--- config.mk ---
export PLATFORM = sky130hd
export DESIGN_NAME = sdl_link_top
export DESIGN_NICKNAME = d
export VERILOG_FILES = /design/src/shared/sdl_pkg.sv /design/src/design/sdl_deser.sv /design/src/design/sdl_link_top.sv
export VERILOG_INCLUDE_DIRS = /design/src /design/src/shared
export SDC_FILE = /design/constraint.sdc
export NUM_CORES = 1
export LEC_CHECK = 0
export BUFFER_PORTS_ARGS = -buffer_cell sky130_fd_sc_hd__clkbuf_2
export CAP_MARGIN = 20
export CORE_UTILIZATION = 55
export DETAILED_ROUTE_END_ITERATION = 10
export PLACE_DENSITY = 0.77
export SYNTH_ARGS = -nofsm -noshare
export SYNTH_HDL_FRONTEND = slang
export SYNTH_SLANG_ARGS = --single-unit
--- constraint.sdc ---
create_clock -name clock -period 3 [get_ports clock]
set_clock_uncertainty 0.2 [all_clocks]
set_input_delay 0.15 -clock clock [delete_from_list [all_inputs] [get_ports clock]]
set_output_delay 0.15 -clock clock [all_outputs]
set_load 0.05 [all_outputs]
--- src/shared/sdl_params.svh ---
// Purpose: Constants for the 22-bit framed serial link pair
// Assumes: System clock of 50 ns; serial bit time is one system clock
// Notes:   Cycle counts are derived from times where a time is given
`ifndef SDL_PARAMS_SVH
`define SDL_PARAMS_SVH

`define SDL_WORD_W        22
`define SDL_FRAME_LAST    5'h18
`define SDL_DATA_FIRST    5'h01
`define SDL_DATA_LAST     5'h16
`define SDL_CLK_NS        50
`define SDL_HS_OFF_NS     1000
`define SDL_HS_OFF_CYC    ((`SDL_HS_OFF_NS + `SDL_CLK_NS - 1) / `SDL_CLK_NS)
`define SDL_DLL_LOCK_EDGES 32
`define SDL_PD_PULSE_CYC  8
`define SDL_PD_DET_CYC    4
`define SDL_PULLUP_CYC    8
`define SDL_WAKE_CYC      4
`define SDL_PU_BLANK_CYC  6'h04
`define SDL_REGEN_RISE    5'h03
`define SDL_REGEN_FALL    5'h0f
`define SDL_DATA_RST      22'h00_0000

`endif

--- src/shared/sdl_pkg.sv ---
// Purpose: Types for the framed serial link pair
// Assumes: Constants come from sdl_params.svh
// Notes:   State encodings are written out
`default_nettype none

package sdl_pkg;

  typedef enum logic [2:0] {
    SER_OFF    = 3'b000,
    SER_LOCK   = 3'b001,
    SER_RUN    = 3'b010,
    SER_PDPULS = 3'b011,
    SER_HSOFF  = 3'b100
  } sdl_ser_state_e;

  typedef enum logic [1:0] {
    DES_OFF    = 2'b00,
    DES_SEARCH = 2'b01,
    DES_LOCK   = 2'b10,
    DES_PULLUP = 2'b11
  } sdl_des_state_e;

endpackage

`default_nettype wire

--- src/design/sdl_deser.sv ---
// Purpose: Receiving end: aligns frames, presents words, runs error handshake
// Assumes: One serial bit per system clock; link pins are asynchronous
// Notes:   Pull-up drives both link wires high with enables low
`include "sdl_params.svh"
`default_nettype none

module sdl_deser
  import sdl_pkg::*;
(
  // Clock and reset
  input  wire logic                   clock,
  input  wire logic                   rst,
  // Handshake enable, already synchronised
  input  wire logic                   hs_en,
  // Serial link
  input  wire logic                   ser_in_p_i,
  input  wire logic                   ser_in_n_i,
  output var  logic                   ser_in_p_o,
  output var  logic                   ser_in_n_o,
  output var  logic                   ser_in_p_oe_n,
  output var  logic                   ser_in_n_oe_n,
  // Parallel output
  output var  logic [`SDL_WORD_W-1:0] par_data_out,
  output var  logic                   regen_par_clk
);

  logic [1:0]             sync1_r;
  logic [1:0]             sync2_r;
  sdl_des_state_e         st_r, st_nxt;
  logic [24:0]            sh_r, sh_nxt;
  logic [4:0]             idx_r, idx_nxt;
  logic [4:0]             ph_r, ph_nxt;
  logic [3:0]             cnt_r, cnt_nxt;
  logic [2:0]             low_r, low_nxt;
  logic                   drv_r, drv_nxt;
  logic                   regen_r, regen_nxt;
  logic [`SDL_WORD_W-1:0] data_r, data_nxt;
  logic [`SDL_WORD_W-1:0] rx_word;
  logic                   p_s, n_s, valid, frame_ok;

  ////////////////////////////////////////////////////////////////////////////
  // Input synchroniser
  always_ff @(posedge clock) begin
    if (rst) begin
      sync1_r <= 2'h0;
      sync2_r <= 2'h0;
    end else begin
      sync1_r <= {ser_in_p_i, ser_in_n_i};
      sync2_r <= sync1_r;
    end
  end

  assign p_s   = sync2_r[1];
  assign n_s   = sync2_r[0];
  assign valid = p_s ^ n_s;

  // Newest bit at position 0; lead bit lands at 24
  genvar gi;
  generate
    for (gi = 0; gi < `SDL_WORD_W; gi = gi + 1) begin : g_word
      assign rx_word[gi] = sh_r[23-gi];
    end
  endgenerate

  assign frame_ok = ~sh_r[24] & (sh_r[1] == ~sh_r[2]) & (sh_r[0] == ~sh_r[2]);

  ////////////////////////////////////////////////////////////////////////////
  // Receive state machine
  always_comb begin
    st_nxt    = st_r;
    sh_nxt    = {sh_r[23:0], p_s};
    idx_nxt   = idx_r;
    ph_nxt    = (ph_r == `SDL_FRAME_LAST) ? ph_r : 5'(ph_r + 5'h01);
    cnt_nxt   = cnt_r;
    low_nxt   = (~p_s & ~n_s) ? ((low_r == 3'h7) ? low_r : 3'(low_r + 3'h1)) : 3'h0;
    drv_nxt   = 1'b0;
    data_nxt  = data_r;
    case (st_r)
      DES_OFF: begin
        cnt_nxt = valid ? 4'(cnt_r + 4'h1) : 4'h0;
        if (valid && cnt_r == 4'(`SDL_WAKE_CYC - 1)) begin
          st_nxt  = DES_SEARCH;
          cnt_nxt = 4'h0;
        end
      end
      DES_SEARCH: begin
        if (frame_ok && valid) begin
          st_nxt   = DES_LOCK;
          idx_nxt  = 5'h01;
          data_nxt = rx_word;
          ph_nxt   = 5'h00;
        end
      end
      DES_LOCK: begin
        idx_nxt = (idx_r == `SDL_FRAME_LAST) ? 5'h00 : 5'(idx_r + 5'h01);
        if (idx_r == 5'h00) begin
          if (frame_ok) begin
            data_nxt = rx_word;
            ph_nxt   = 5'h00;
          end else if (hs_en) begin
            st_nxt  = DES_PULLUP;
            drv_nxt = 1'b1;
            cnt_nxt = 4'h0;
          end else begin
            st_nxt = DES_SEARCH;
          end
        end
      end
      DES_PULLUP: begin
        drv_nxt = 1'b1;
        cnt_nxt = 4'(cnt_r + 4'h1);
        if (cnt_r == 4'(`SDL_PULLUP_CYC - 1)) begin
          st_nxt  = DES_OFF;
          drv_nxt = 1'b0;
          cnt_nxt = 4'h0;
        end
      end
      default: begin
        st_nxt = DES_OFF;
      end
    endcase
    // Power-down pulse from the sending end
    if ((st_r == DES_SEARCH || st_r == DES_LOCK) && low_r == 3'(`SDL_PD_DET_CYC - 1)
        && ~p_s && ~n_s) begin
      st_nxt  = DES_OFF;
      cnt_nxt = 4'h0;
      drv_nxt = 1'b0;
    end
    regen_nxt = (st_nxt == DES_LOCK) && (ph_nxt >= `SDL_REGEN_RISE)
                && (ph_nxt < `SDL_REGEN_FALL);
  end

  always_ff @(posedge clock) begin
    if (rst) begin
      st_r    <= DES_OFF;
      sh_r    <= 25'h000_0000;
      idx_r   <= 5'h00;
      ph_r    <= 5'h00;
      cnt_r   <= 4'h0;
      low_r   <= 3'h0;
      drv_r   <= 1'b0;
      regen_r <= 1'b0;
      data_r  <= `SDL_DATA_RST;
    end else begin
      st_r    <= st_nxt;
      sh_r    <= sh_nxt;
      idx_r   <= idx_nxt;
      ph_r    <= ph_nxt;
      cnt_r   <= cnt_nxt;
      low_r   <= low_nxt;
      drv_r   <= drv_nxt;
      regen_r <= regen_nxt;
      data_r  <= data_nxt;
    end
  end

  assign ser_in_p_o    = drv_r;
  assign ser_in_n_o    = drv_r;
  assign ser_in_p_oe_n = ~drv_r;
  assign ser_in_n_oe_n = ~drv_r;
  assign par_data_out  = data_r;
  assign regen_par_clk = regen_r;

endmodule

`default_nettype wire

--- src/design/sdl_link_top.sv ---
// Purpose: Framed 22-bit serial link pair: sending end plus receiving end
// Assumes: Parallel clock and pins sampled by a 20 MHz system clock
// Notes:   Frames go back to back; each but the first after lock carries the latest captured word
`include "sdl_params.svh"
`default_nettype none

// Summary of operation
// - Capture all 22 input bits on each parallel clock rise, one word per cycle.
// - Receiver drives recovered word with regenerated clock, data valid at its rise.
// - Frame is zero lead bit, data bits 0 to 21, then two boundary bits.
// - Both boundary bits equal the inverse of data bit 21.
// - Receiver takes its timing from the serial stream, no clock wire.
// - Receiver checks boundary bits of every received word.
// - On boundary error receiver pulls link high, then powers down.
// - Sender seeing link pulled up powers down 1.0 us, then powers up.
// - After handshake power-up receiver realigns and transfer resumes.
// - Error handshake is disabled while sleep request is low.
// - Sleep request low: sender powers down, sending power-down pulse only if it was running.
// - In power-down sender stops its lock loop and releases both outputs.
// - Sleep request high: sender locks to parallel clock, starts receiver wake.
// - Sender outputs stay undriven until lock is reached after wake.
module sdl_link_top
  import sdl_pkg::*;
(
  // Clock and reset
  input  wire logic                   clock,
  input  wire logic                   rst,
  // Host parallel side
  input  wire logic                   par_clk_in,
  input  wire logic [`SDL_WORD_W-1:0] par_data_in,
  input  wire logic                   sleep_request_n,
  // Sending link pins
  input  wire logic                   ser_out_p_i,
  input  wire logic                   ser_out_n_i,
  output var  logic                   ser_out_p_o,
  output var  logic                   ser_out_n_o,
  output var  logic                   ser_out_p_oe_n,
  output var  logic                   ser_out_n_oe_n,
  // Receiving link pins
  input  wire logic                   ser_in_p_i,
  input  wire logic                   ser_in_n_i,
  output var  logic                   ser_in_p_o,
  output var  logic                   ser_in_n_o,
  output var  logic                   ser_in_p_oe_n,
  output var  logic                   ser_in_n_oe_n,
  // Display parallel side
  output var  logic [`SDL_WORD_W-1:0] par_data_out,
  output var  logic                   regen_par_clk
);

  logic [`SDL_WORD_W+3:0] sync1_r;
  logic [`SDL_WORD_W+3:0] sync2_r;
  logic                   pclk_d_r;
  logic                   pu_d_r;
  sdl_ser_state_e         st_r, st_nxt;
  logic [4:0]             idx_r, idx_nxt;
  logic [5:0]             cnt_r, cnt_nxt;
  logic [`SDL_WORD_W-1:0] word_r, word_nxt;
  logic [`SDL_WORD_W-1:0] frame_r, frame_nxt;
  logic                   p_r, p_nxt;
  logic                   n_r, n_nxt;
  logic                   oe_n_r, oe_n_nxt;
  logic                   pclk_s, sleep_s, sp_s, sn_s, pclk_rise, pu_seen;
  logic [`SDL_WORD_W-1:0] din_s;
  logic [4:0]             idx_m1;
  logic                   bit_out;

  ////////////////////////////////////////////////////////////////////////////
  // Pin synchronisers
  always_ff @(posedge clock) begin
    if (rst) begin
      sync1_r  <= 26'h000_0000;
      sync2_r  <= 26'h000_0000;
      pclk_d_r <= 1'b0;
      pu_d_r   <= 1'b0;
    end else begin
      sync1_r  <= {par_clk_in, sleep_request_n, ser_out_p_i, ser_out_n_i, par_data_in};
      sync2_r  <= sync1_r;
      pclk_d_r <= pclk_s;
      pu_d_r   <= sp_s & sn_s;
    end
  end

  assign pclk_s    = sync2_r[`SDL_WORD_W+3];
  assign sleep_s   = sync2_r[`SDL_WORD_W+2];
  assign sp_s      = sync2_r[`SDL_WORD_W+1];
  assign sn_s      = sync2_r[`SDL_WORD_W];
  assign din_s     = sync2_r[`SDL_WORD_W-1:0];
  assign pclk_rise = pclk_s & ~pclk_d_r;
  // Both wires high twice in a row: once own drive is seen, only the far end's pull-up does that
  assign pu_seen   = sp_s & sn_s & pu_d_r;
  assign idx_m1    = 5'(idx_r - `SDL_DATA_FIRST);

  ////////////////////////////////////////////////////////////////////////////
  // Frame bit selection
  always_comb begin
    if (idx_r == 5'h00) begin
      bit_out = 1'b0;
    end else if (idx_r <= `SDL_DATA_LAST) begin
      bit_out = frame_r[idx_m1];
    end else begin
      bit_out = ~frame_r[`SDL_WORD_W-1];
    end
  end

  ////////////////////////////////////////////////////////////////////////////
  // Sending state machine
  always_comb begin
    st_nxt    = st_r;
    idx_nxt   = idx_r;
    cnt_nxt   = cnt_r;
    frame_nxt = frame_r;
    word_nxt  = pclk_rise ? din_s : word_r;
    p_nxt     = 1'b0;
    n_nxt     = 1'b0;
    oe_n_nxt  = 1'b1;
    case (st_r)
      SER_OFF: begin
        if (sleep_s) begin
          st_nxt  = SER_LOCK;
          cnt_nxt = 6'h00;
        end
      end
      SER_LOCK: begin
        // Lock loop modelled as a run of parallel clock edges; outputs released
        if (!sleep_s) begin
          st_nxt = SER_OFF;
        end else if (pclk_rise) begin
          cnt_nxt = 6'(cnt_r + 6'h01);
          if (cnt_r == 6'(`SDL_DLL_LOCK_EDGES - 1)) begin
            st_nxt  = SER_RUN;
            idx_nxt = 5'h00;
            cnt_nxt = 6'h00;
          end
        end
      end
      SER_RUN: begin
        oe_n_nxt = 1'b0;
        p_nxt    = bit_out;
        n_nxt    = ~bit_out;
        idx_nxt  = (idx_r == `SDL_FRAME_LAST) ? 5'h00 : 5'(idx_r + 5'h01);
        // Idle bias looks like a pull-up until own drive clears the synchroniser
        cnt_nxt  = (cnt_r == `SDL_PU_BLANK_CYC) ? cnt_r : 6'(cnt_r + 6'h01);
        if (idx_r == `SDL_FRAME_LAST) begin
          frame_nxt = word_nxt;
        end
        if (!sleep_s) begin
          st_nxt   = SER_PDPULS;
          cnt_nxt  = 6'h00;
          p_nxt    = 1'b0;
          n_nxt    = 1'b0;
        end else if (pu_seen && cnt_r == `SDL_PU_BLANK_CYC) begin
          st_nxt   = SER_HSOFF;
          cnt_nxt  = 6'h00;
          oe_n_nxt = 1'b1;
        end
      end
      SER_PDPULS: begin
        // Both wires low tells the far end to power down
        oe_n_nxt = 1'b0;
        cnt_nxt  = 6'(cnt_r + 6'h01);
        if (cnt_r == 6'(`SDL_PD_PULSE_CYC - 1)) begin
          st_nxt   = SER_OFF;
          oe_n_nxt = 1'b1;
        end
      end
      SER_HSOFF: begin
        cnt_nxt = 6'(cnt_r + 6'h01);
        if (!sleep_s) begin
          st_nxt = SER_OFF;
        end else if (cnt_r == 6'(`SDL_HS_OFF_CYC - 1)) begin
          st_nxt    = SER_RUN;
          idx_nxt   = 5'h00;
          cnt_nxt   = 6'h00;
          frame_nxt = word_nxt;
        end
      end
      default: begin
        st_nxt = SER_OFF;
      end
    endcase
  end

  always_ff @(posedge clock) begin
    if (rst) begin
      st_r    <= SER_OFF;
      idx_r   <= 5'h00;
      cnt_r   <= 6'h00;
      word_r  <= `SDL_DATA_RST;
      frame_r <= `SDL_DATA_RST;
      p_r     <= 1'b0;
      n_r     <= 1'b0;
      oe_n_r  <= 1'b1;
    end else begin
      st_r    <= st_nxt;
      idx_r   <= idx_nxt;
      cnt_r   <= cnt_nxt;
      word_r  <= word_nxt;
      frame_r <= frame_nxt;
      p_r     <= p_nxt;
      n_r     <= n_nxt;
      oe_n_r  <= oe_n_nxt;
    end
  end

  assign ser_out_p_o    = p_r;
  assign ser_out_n_o    = n_r;
  assign ser_out_p_oe_n = oe_n_r;
  assign ser_out_n_oe_n = oe_n_r;

  ////////////////////////////////////////////////////////////////////////////
  // Receiving end
  sdl_deser u_deser (
    .clock         (clock),
    .rst           (rst),
    .hs_en         (sleep_s),
    .ser_in_p_i    (ser_in_p_i),
    .ser_in_n_i    (ser_in_n_i),
    .ser_in_p_o    (ser_in_p_o),
    .ser_in_n_o    (ser_in_n_o),
    .ser_in_p_oe_n (ser_in_p_oe_n),
    .ser_in_n_oe_n (ser_in_n_oe_n),
    .par_data_out  (par_data_out),
    .regen_par_clk (regen_par_clk)
  );

endmodule

`default_nettype wire

==> results of run 1 <==
[Yosys cell counts, types with 3 or more instances]
cell,n
dfxtp_1,187
nor2_1,103
nor2b_1,95
mux2i_1,46
a21oi_1,30
clkbuf_1,24
inv_1,23
nand2_1,22
a211oi_1,19
ha_1,19
o21ai_0,17
nand3_1,16
nor3_1,11
xor2_1,8
buf_2,7
mux4_2,6
nand3b_1,6
or3_1,6
a211oi_2,5
buf_1,5
buf_4,5
nand4_1,5
a31oi_1,4
nor3b_1,4
or2_2,4
xnor2_1,4
a21o_1,3
mux2_2,3
nand2b_1,3
or3b_1,3
[layout by cell type, fill, tap and decap left out, types with 3 or more instances in the layout]
master / instances
nand3b_1: 6
clkbuf_16: 17
nor2b_1: 94
nor3_1: 11
a21oi_1: 30
nand4_1: 5
inv_6: 3
a31oi_1: 4
a21o_1: 3
xnor2_1: 4
a211oi_2: 5
nor3b_1: 4
ha_1: 19
o21ai_0: 17
dfxtp_1: 187
a211oi_1: 19
mux2_2: 3
mux2i_1: 46
dlygate4sd3_1: 39
xor2_1: 8
mux4_2: 6
or2_2: 4
or3_1: 6
nand2_1: 22
nand3_1: 16
buf_4: 6
inv_1: 23
clkbuf_2: 59
or3b_1: 3
nand2b_1: 3
inv_8: 4
nor2_1: 103
[metrics by stage]
stage	setup WS, ns	util [%]	cell area, sq um
after floorplan	0.686	-	7300
final	0.484	67.9	8670
after CTS	0.469	67.9	8670
after global placement	0.625	60.1	7670
after detailed placement	0.495	60.1	7670
after global routing	0.241	67.9	8670
[flip-flops by register name, summed over array words and instances (netlist names), 4 cells and up]
| name | cells |
|---|---|
| cnt_r | 6 |
| frame_r | 22 |
| idx_r | 5 |
| sync1_r | 26 |
| sync2_r | 26 |
| u_deser.cnt_r | 4 |
| u_deser.idx_r | 5 |
| u_deser.par_data_out | 22 |
| u_deser.ph_r | 5 |
| u_deser.sh_r | 25 |
| word_r | 22 |
[metal layers]
layer / share of wire (%) / GRT usage (%)
met4: 1.7 / 9.03
met5: 0 / 0
met3: 4.6 / 6.44
met1: 46 / 25.4
met2: 48 / 35.0
[cell families (layout without fill, tap and decap cells)]
| logic type | Yosys count | after routing | share of synthesized area (%) |
|---|---|---|---|
| AO/OA/AOI/OAI | 102 | 102 | 10.1 |
| XOR/XNOR | 12 | 12 | 1.44 |
| flip-flops | 187 | 187 | 51.3 |
| AND/OR/NAND/NOR | 296 | 296 | 21.4 |
| buffers and inverters | 66 | 160 | 3.98 |
| adder cells (fa/ha/maj) | 19 | 19 | 3.26 |
| multiplexers | 55 | 55 | 8.62 |
[final cells by class]
| type | count | share of cell area (%) |
|---|---|---|
| clock buffer | 18 | 4.95 |
| clock inverter | 14 | 2.05 |
| inverter | 23 | 0.996 |
| multi-input combinational | 484 | 37.7 |
| sequential | 187 | 43.2 |
| tap | 172 | 2.48 |
| timing repair buffer | 105 | 8.66 |
[worst register-to-register path: stages, from the launching register on]
cell      delay, ns
dfxtp_1        0.44
inv_1          0.12
ha_1           0.50
mux4_2         0.28
mux2i_1        0.07
a311oi_1       0.29
nand3_1        0.11
o22ai_1        0.21
nor3b_1        0.21
[path summary, 6_finish.rpt]
path / startpoint / end / slack (ns) / cells past startpoint
setup / recovery: idx_r[1] / ser_out_p_o / 0.48 / 8
hold / removal: sync2_r[22] / pu_d_r / 0.23 / 2
setup reg to reg: idx_r[1] / ser_out_p_o / 0.48 / 8
hold reg to reg: sync2_r[22] / pu_d_r / 0.23 / 2
[power breakdown]
| part | internal (W) | switching [W] |
|---|---|---|
| clock | 0.00127 | 0.00100 |
| combinational | 0.000111 | 0.000115 |
| sequential | 0.00253 | 0.0000217 |
==> impl_metrics.toml, run 1 <==
[drt]
via_count = 5274
antenna_left = 0
drt_iter0_markers = 283
routed_via_density = 5.26
drt_pass1_iterations = 5
routed_wirelength_mm = 13.4
drc_errors = 0
wl_per_cell_microns = 13.3

[cells_and_area]
fillCellCount = 961
synthToLayoutAreaGrowth_pct = 18.8
drive_above_1_share_pct = 14.9
regArea_sq_mm = 0.00374
finalNetCount = 867
finalNonFillerCells = 1003
multi_input_area_sq_mm = 0.00327
diodes = 0

[sta]
fin_crit_ns = 2.52
setup_violations = 0
whs_ns = 0.231
period_share_pct = 83.9
slew_headroom_pct = 65.4
slew_violations = 0
rsz0062_at_grt = "no"
hold_violations = 0
setup-tns-final_ns = 0
max_freq_ghz = 0.397
worst_slew_pin_slew_ns = 0.514

[clock_network]
holdBufCountCts = 39
worstSkewPairLatency_ns = 0.43
cts_root_buf = "clkbuf_16"
cts_buffers = 17
cts.htree.levels = 4
cts_sinks = 187
clk_pin_slew_ns = 0.07
cts_tree = "done"
post-cts-setup-buffer-count = 0
cts_resized = 0
clockBufferDepth = 2

[synth]
yosys_register_bits = 187
yosys.area.top_type = "dfxtp_1"
dominantRegCellSynth = "dfxtp_1"
syn_inst = 737
syn-cell-area_sq_mm = 0.00730
synthTopCellsByArea = "dfxtp_1, nor2b_1, mux2i_1"
yosysWarnings = 0
synth_cell_types = 64
syn_area_per_cell_sq_um = 9.90
synth_nets = 786
synth_top_area_share_pct = 51.3
synth_edf_count = 0
yosysSeqAreaShare_pct = 51.3
async_flop_share_pct = 0

[setup_path]
crit_family = "adder cells"
cp.arrival_ns = 2.66
slowest_stage = "ha_1"
worstSetupEndpointType = "flip-flop"
crit_fanout = 9
crit_buf_inv = 1
critPathKind = "reg -> reg"
worstPathRequired_ns = 3.14
crit_chain = "inv_1 > ha_1 > mux4_2 > mux2i_1 > a311oi_1 > nand3_1 > o22ai_1 > nor3b_1"
max_stage_delay_ns = 0.50
critPathLaunchType = "flip-flop"

[placed_design]
gp_routability_congestion = 0.875
dpl.hpwl_mm = 8.58
post-place-cells = 932
port_buffers = 60

[power_and_ir_drop]
ir_drop_mv = 0.546
finalPower_w = 0.00505
p_leak_nw = 3.54
p_per_area_mw_per_mm2 = 582

[global_route]
grt_pass1_wl_mm = 22.6
grt-ovfl-total = 0
grt_pass1_vias = 5092
grt_antenna_before_repair = 0
grt_usage_pct = 21.1
grt_start_max_net_pins = 82

[die]
die_w_microns = 117
initial_core_util_pct = 57.1
core_region_area_sq_mm = 0.0128
die-height_microns = 117
design.die.area_sq_mm = 0.0137
rows = 41
io_pins = 61

[job]
maxCapViolations = 0

[worst_hold_path]
hold_class = "reg -> reg"

[status]
status = "finished, final reports clean"
Power figures use the tool's default switching activity.
==> run 2: changes to the inputs <==
--- a/config.mk
+++ b/config.mk
@@ -6,11 +6,12 @@
 export SDC_FILE = /design/constraint.sdc
 export NUM_CORES = 1
 export LEC_CHECK = 0
+export ABC_AREA = 1
 export BUFFER_PORTS_ARGS = -buffer_cell sky130_fd_sc_hd__clkbuf_2
 export CAP_MARGIN = 20
-export CORE_UTILIZATION = 55
+export CORE_UTILIZATION = 53
 export DETAILED_ROUTE_END_ITERATION = 10
-export PLACE_DENSITY = 0.77
+export PLACE_DENSITY = 0.78
 export SYNTH_ARGS = -nofsm -noshare
 export SYNTH_HDL_FRONTEND = slang
 export SYNTH_SLANG_ARGS = --single-unit
==> constraint.sdc (replaced) <==
create_clock -name clock -period 2.2 [get_ports clock]
set_clock_uncertainty 0.2 [all_clocks]
set_input_delay 0.11 -clock clock [delete_from_list [all_inputs] [get_ports clock]]
set_output_delay 0.11 -clock clock [all_outputs]
set_load 0.05 [all_outputs]
==> impl_metrics.toml, run 2 <==
[status]
status = "finished, final reports clean"

[die]
initial_core_util_pct = 54.7
die_w_microns = 119
rows = 42
io_pins = 61
design.die.area_sq_mm = 0.0142
core_region_area_sq_mm = 0.0133
die-height_microns = 119

[setup_path]
crit_buf_inv = 1
r2r_setup_slack_ns = 0.18
worstSetupEndpointType = "flip-flop"
critPathKind = "reg -> reg"
crit_chain = "ha_1 > nand2_1 > nor2_2 > nand2_1 > nand2_2 > o21ai_2 > nor3_4 > buf_4 > nand2_2 > xor2_1 > nor2_2"
worstPathRequired_ns = 2.32
cp.arrival_ns = 2.15
critPathLaunchType = "flip-flop"
slowest_stage = "dfxtp_1"
crit_family = "simple AND/OR/NAND/NOR gates"
r2r-start = "cnt_r[1]"
r2r_end = "idx_r[4]"
max_stage_delay_ns = 0.40
crit_fanout = 7
r2r_cells = 11

[cells_and_area]
synthToLayoutAreaGrowth_pct = 18.7
fin_area_sq_mm = 0.00863
fillCellCount = 1042
drive_above_1_share_pct = 13.6
layout_commonest_cell = "dfxtp_1"
diodes = 0
finalNetCount = 1047
layout_common_cells = "dfxtp_1, nor2_1, inv_1"
reg_top3 = "sync1_r (26), sync2_r (26), u_deser.sh_r (25)"

[drt]
via_count = 5790
drc_errors = 0
antenna_left = 0
drt_iter0_markers = 316
routed_via_density = 4.88
wl_per_cell_microns = 11.9
routed_wirelength_mm = 14.1
drt_pass1_iterations = 5

[placed_design]
gp_routability_congestion = 0.849
postPlaceCellArea_sq_mm = 0.00773
port_buffers = 60
dpl.hpwl_mm = 8.77

[synth]
synthAdderAreaFrac_pct = 3.27
dominantRegCellSynth = "dfxtp_1"
async_flop_share_pct = 0
synth_mux_area_share_pct = 3.03
synth_xor_xnor_area_share_pct = 1.45
yosys.area_share.simple_pct = 20.8
synth_compound_area_share_pct = 10.1
yosysSeqAreaShare_pct = 51.5
yosys.area.top_type = "dfxtp_1"
yosysMostFrequentCell = "dfxtp_1"
syn-cell-area_sq_mm = 0.00727
syn_inst = 916
ys_top_cells_by_count = "dfxtp_1, nor2_1, inv_1"
synth_nets = 965
synth_cell_types = 36
synthTopCellsByArea = "dfxtp_1, nor2_1, inv_1"
yosysWarnings = 0
synth_top_area_share_pct = 51.5
synth_top_family_by_area = "simple AND/OR/NAND/NOR gates"
syn_area_per_cell_sq_um = 7.93
yosys_register_bits = 187
synth_edf_count = 0

[sta]
setup-tns-final_ns = 0
worst_slew_pin_slew_ns = 0.703
fin_crit_ns = 2.02
hold_violations = 0
slew_violations = 0
max_freq_ghz = 0.494
setup_violations = 0
slew_headroom_pct = 53.2
period_share_pct = 92.0

[power_and_ir_drop]
p_leak_nw = 3.80
ir_drop_mv = 0.671
p_per_area_mw_per_mm2 = 905

[global_route]
grt_antenna_before_repair = 0
grt_usage_pct = 21.8
grt_pass1_vias = 5549
grt_start_max_net_pins = 71
grt-ovfl-total = 0
grt_pass1_wl_mm = 25.0

[worst_hold_path]
hold_class = "reg -> reg"
hold_path_depth = 2
holdPathEnd = "sync2_r[20]"
min_from = "sync1_r[20]"

[clock_network]
cts_tree = "done"
clockBufferDepth = 2
cts.htree.levels = 4
cts_sinks = 187
clk_pin_slew_ns = 0.07
cts_buffers = 17
cts_root_buf = "clkbuf_16"
worstSkewPairLatency_ns = 0.43

[job]
maxCapViolations = 0
run 2: changes by cell type in the layout (fill, tap and decap cells not counted), sizes merged, moves of 30 or more:
cell   previous run  this run
nor2            103       172
nand2            22       121
nor2b            95         0
o21ai            17        57
nand3            16        46
inv              30       149
run 2: where the power goes:
| part | switching, W | internal (W) |
|---|---|---|
| logic | 0.000745 | 0.000436 |
| clock network | 0.00134 | 0.00170 |
| registers | 0.0000826 | 0.00351 |
run 2: metrics by stage:
step	hold slack, ns	setup WS [ns]	power [W]	utilization, %	cells
after global placement	0.105	0.263	0.00475	58.1	1125
after CTS	0.202	0.135	0.00781	64.7	1186
final	0.202	0.176	0.00781	64.9	1187
after detailed placement	0.106	0.156	0.00477	58.1	1125
after global routing	0.218	-0.00830	0.00821	64.9	1187
after floorplan	0.0170	0.203	0.00453	-	916
run 2: how the worst max path moves through the flow:
stage / from / to / slack [ns] / cells past startpoint
2_1_floorplan: idx_r[0] / ser_out_n_o / 0.20 / 12
3_3_place_gp: idx_r[1] / ser_out_n_o / 0.26 / 11
3_5_place_dp: idx_r[1] / ser_out_n_o / 0.16 / 11
4_1_cts: idx_r[1] / ser_out_p_o / 0.14 / 12
5_1_grt: cnt_r[1] / idx_r[4] / -0.008 / 11
6_report: cnt_r[1] / idx_r[4] / 0.18 / 11
run 2: area by class of cell:
cell class,instances,area [sq um],area share (%)
multi-input combinational,547,2820,32.6
inverter,145,546,6.32
clock buffer,18,429,4.98
tap,176,220,2.55
timing repair buffer,100,713,8.27
clock inverter,14,158,1.83
sequential,187,3740,43.4
run 2: tightest hold or removal path, cell delays in order, from the launching register on:
cell     delay [ns]
dfxtp_1        0.30
inv_1          0.04
nor2_1         0.03
run 2: routing by layer:
metal  part of all wire [%]  vias to the layer above  GRT usage, %
li1                       -                     3036             -
met1                     47                     2625          27.1
met2                     48                      103          35.6
met3                    3.9                       26          5.41
met4                    1.5                        0          9.34
met5                      0                        -             0
run 2: cell families (layout without fill, tap and decap cells):
group	Yosys count	after routing
compound gates	134	134
xor+xnor	12	12
fa+ha+maj	19	19
buf+inv	182	277
flops	187	187
mux	22	22
simple gates	360	360
run 2: repair_timing:
action                                  CTS  global route
endpoints found under the setup margin    0             8
setup buffers                             0             1
gates resized for setup                   0             5
hold buffers                             29             0
endpoints found under the hold margin    30             0
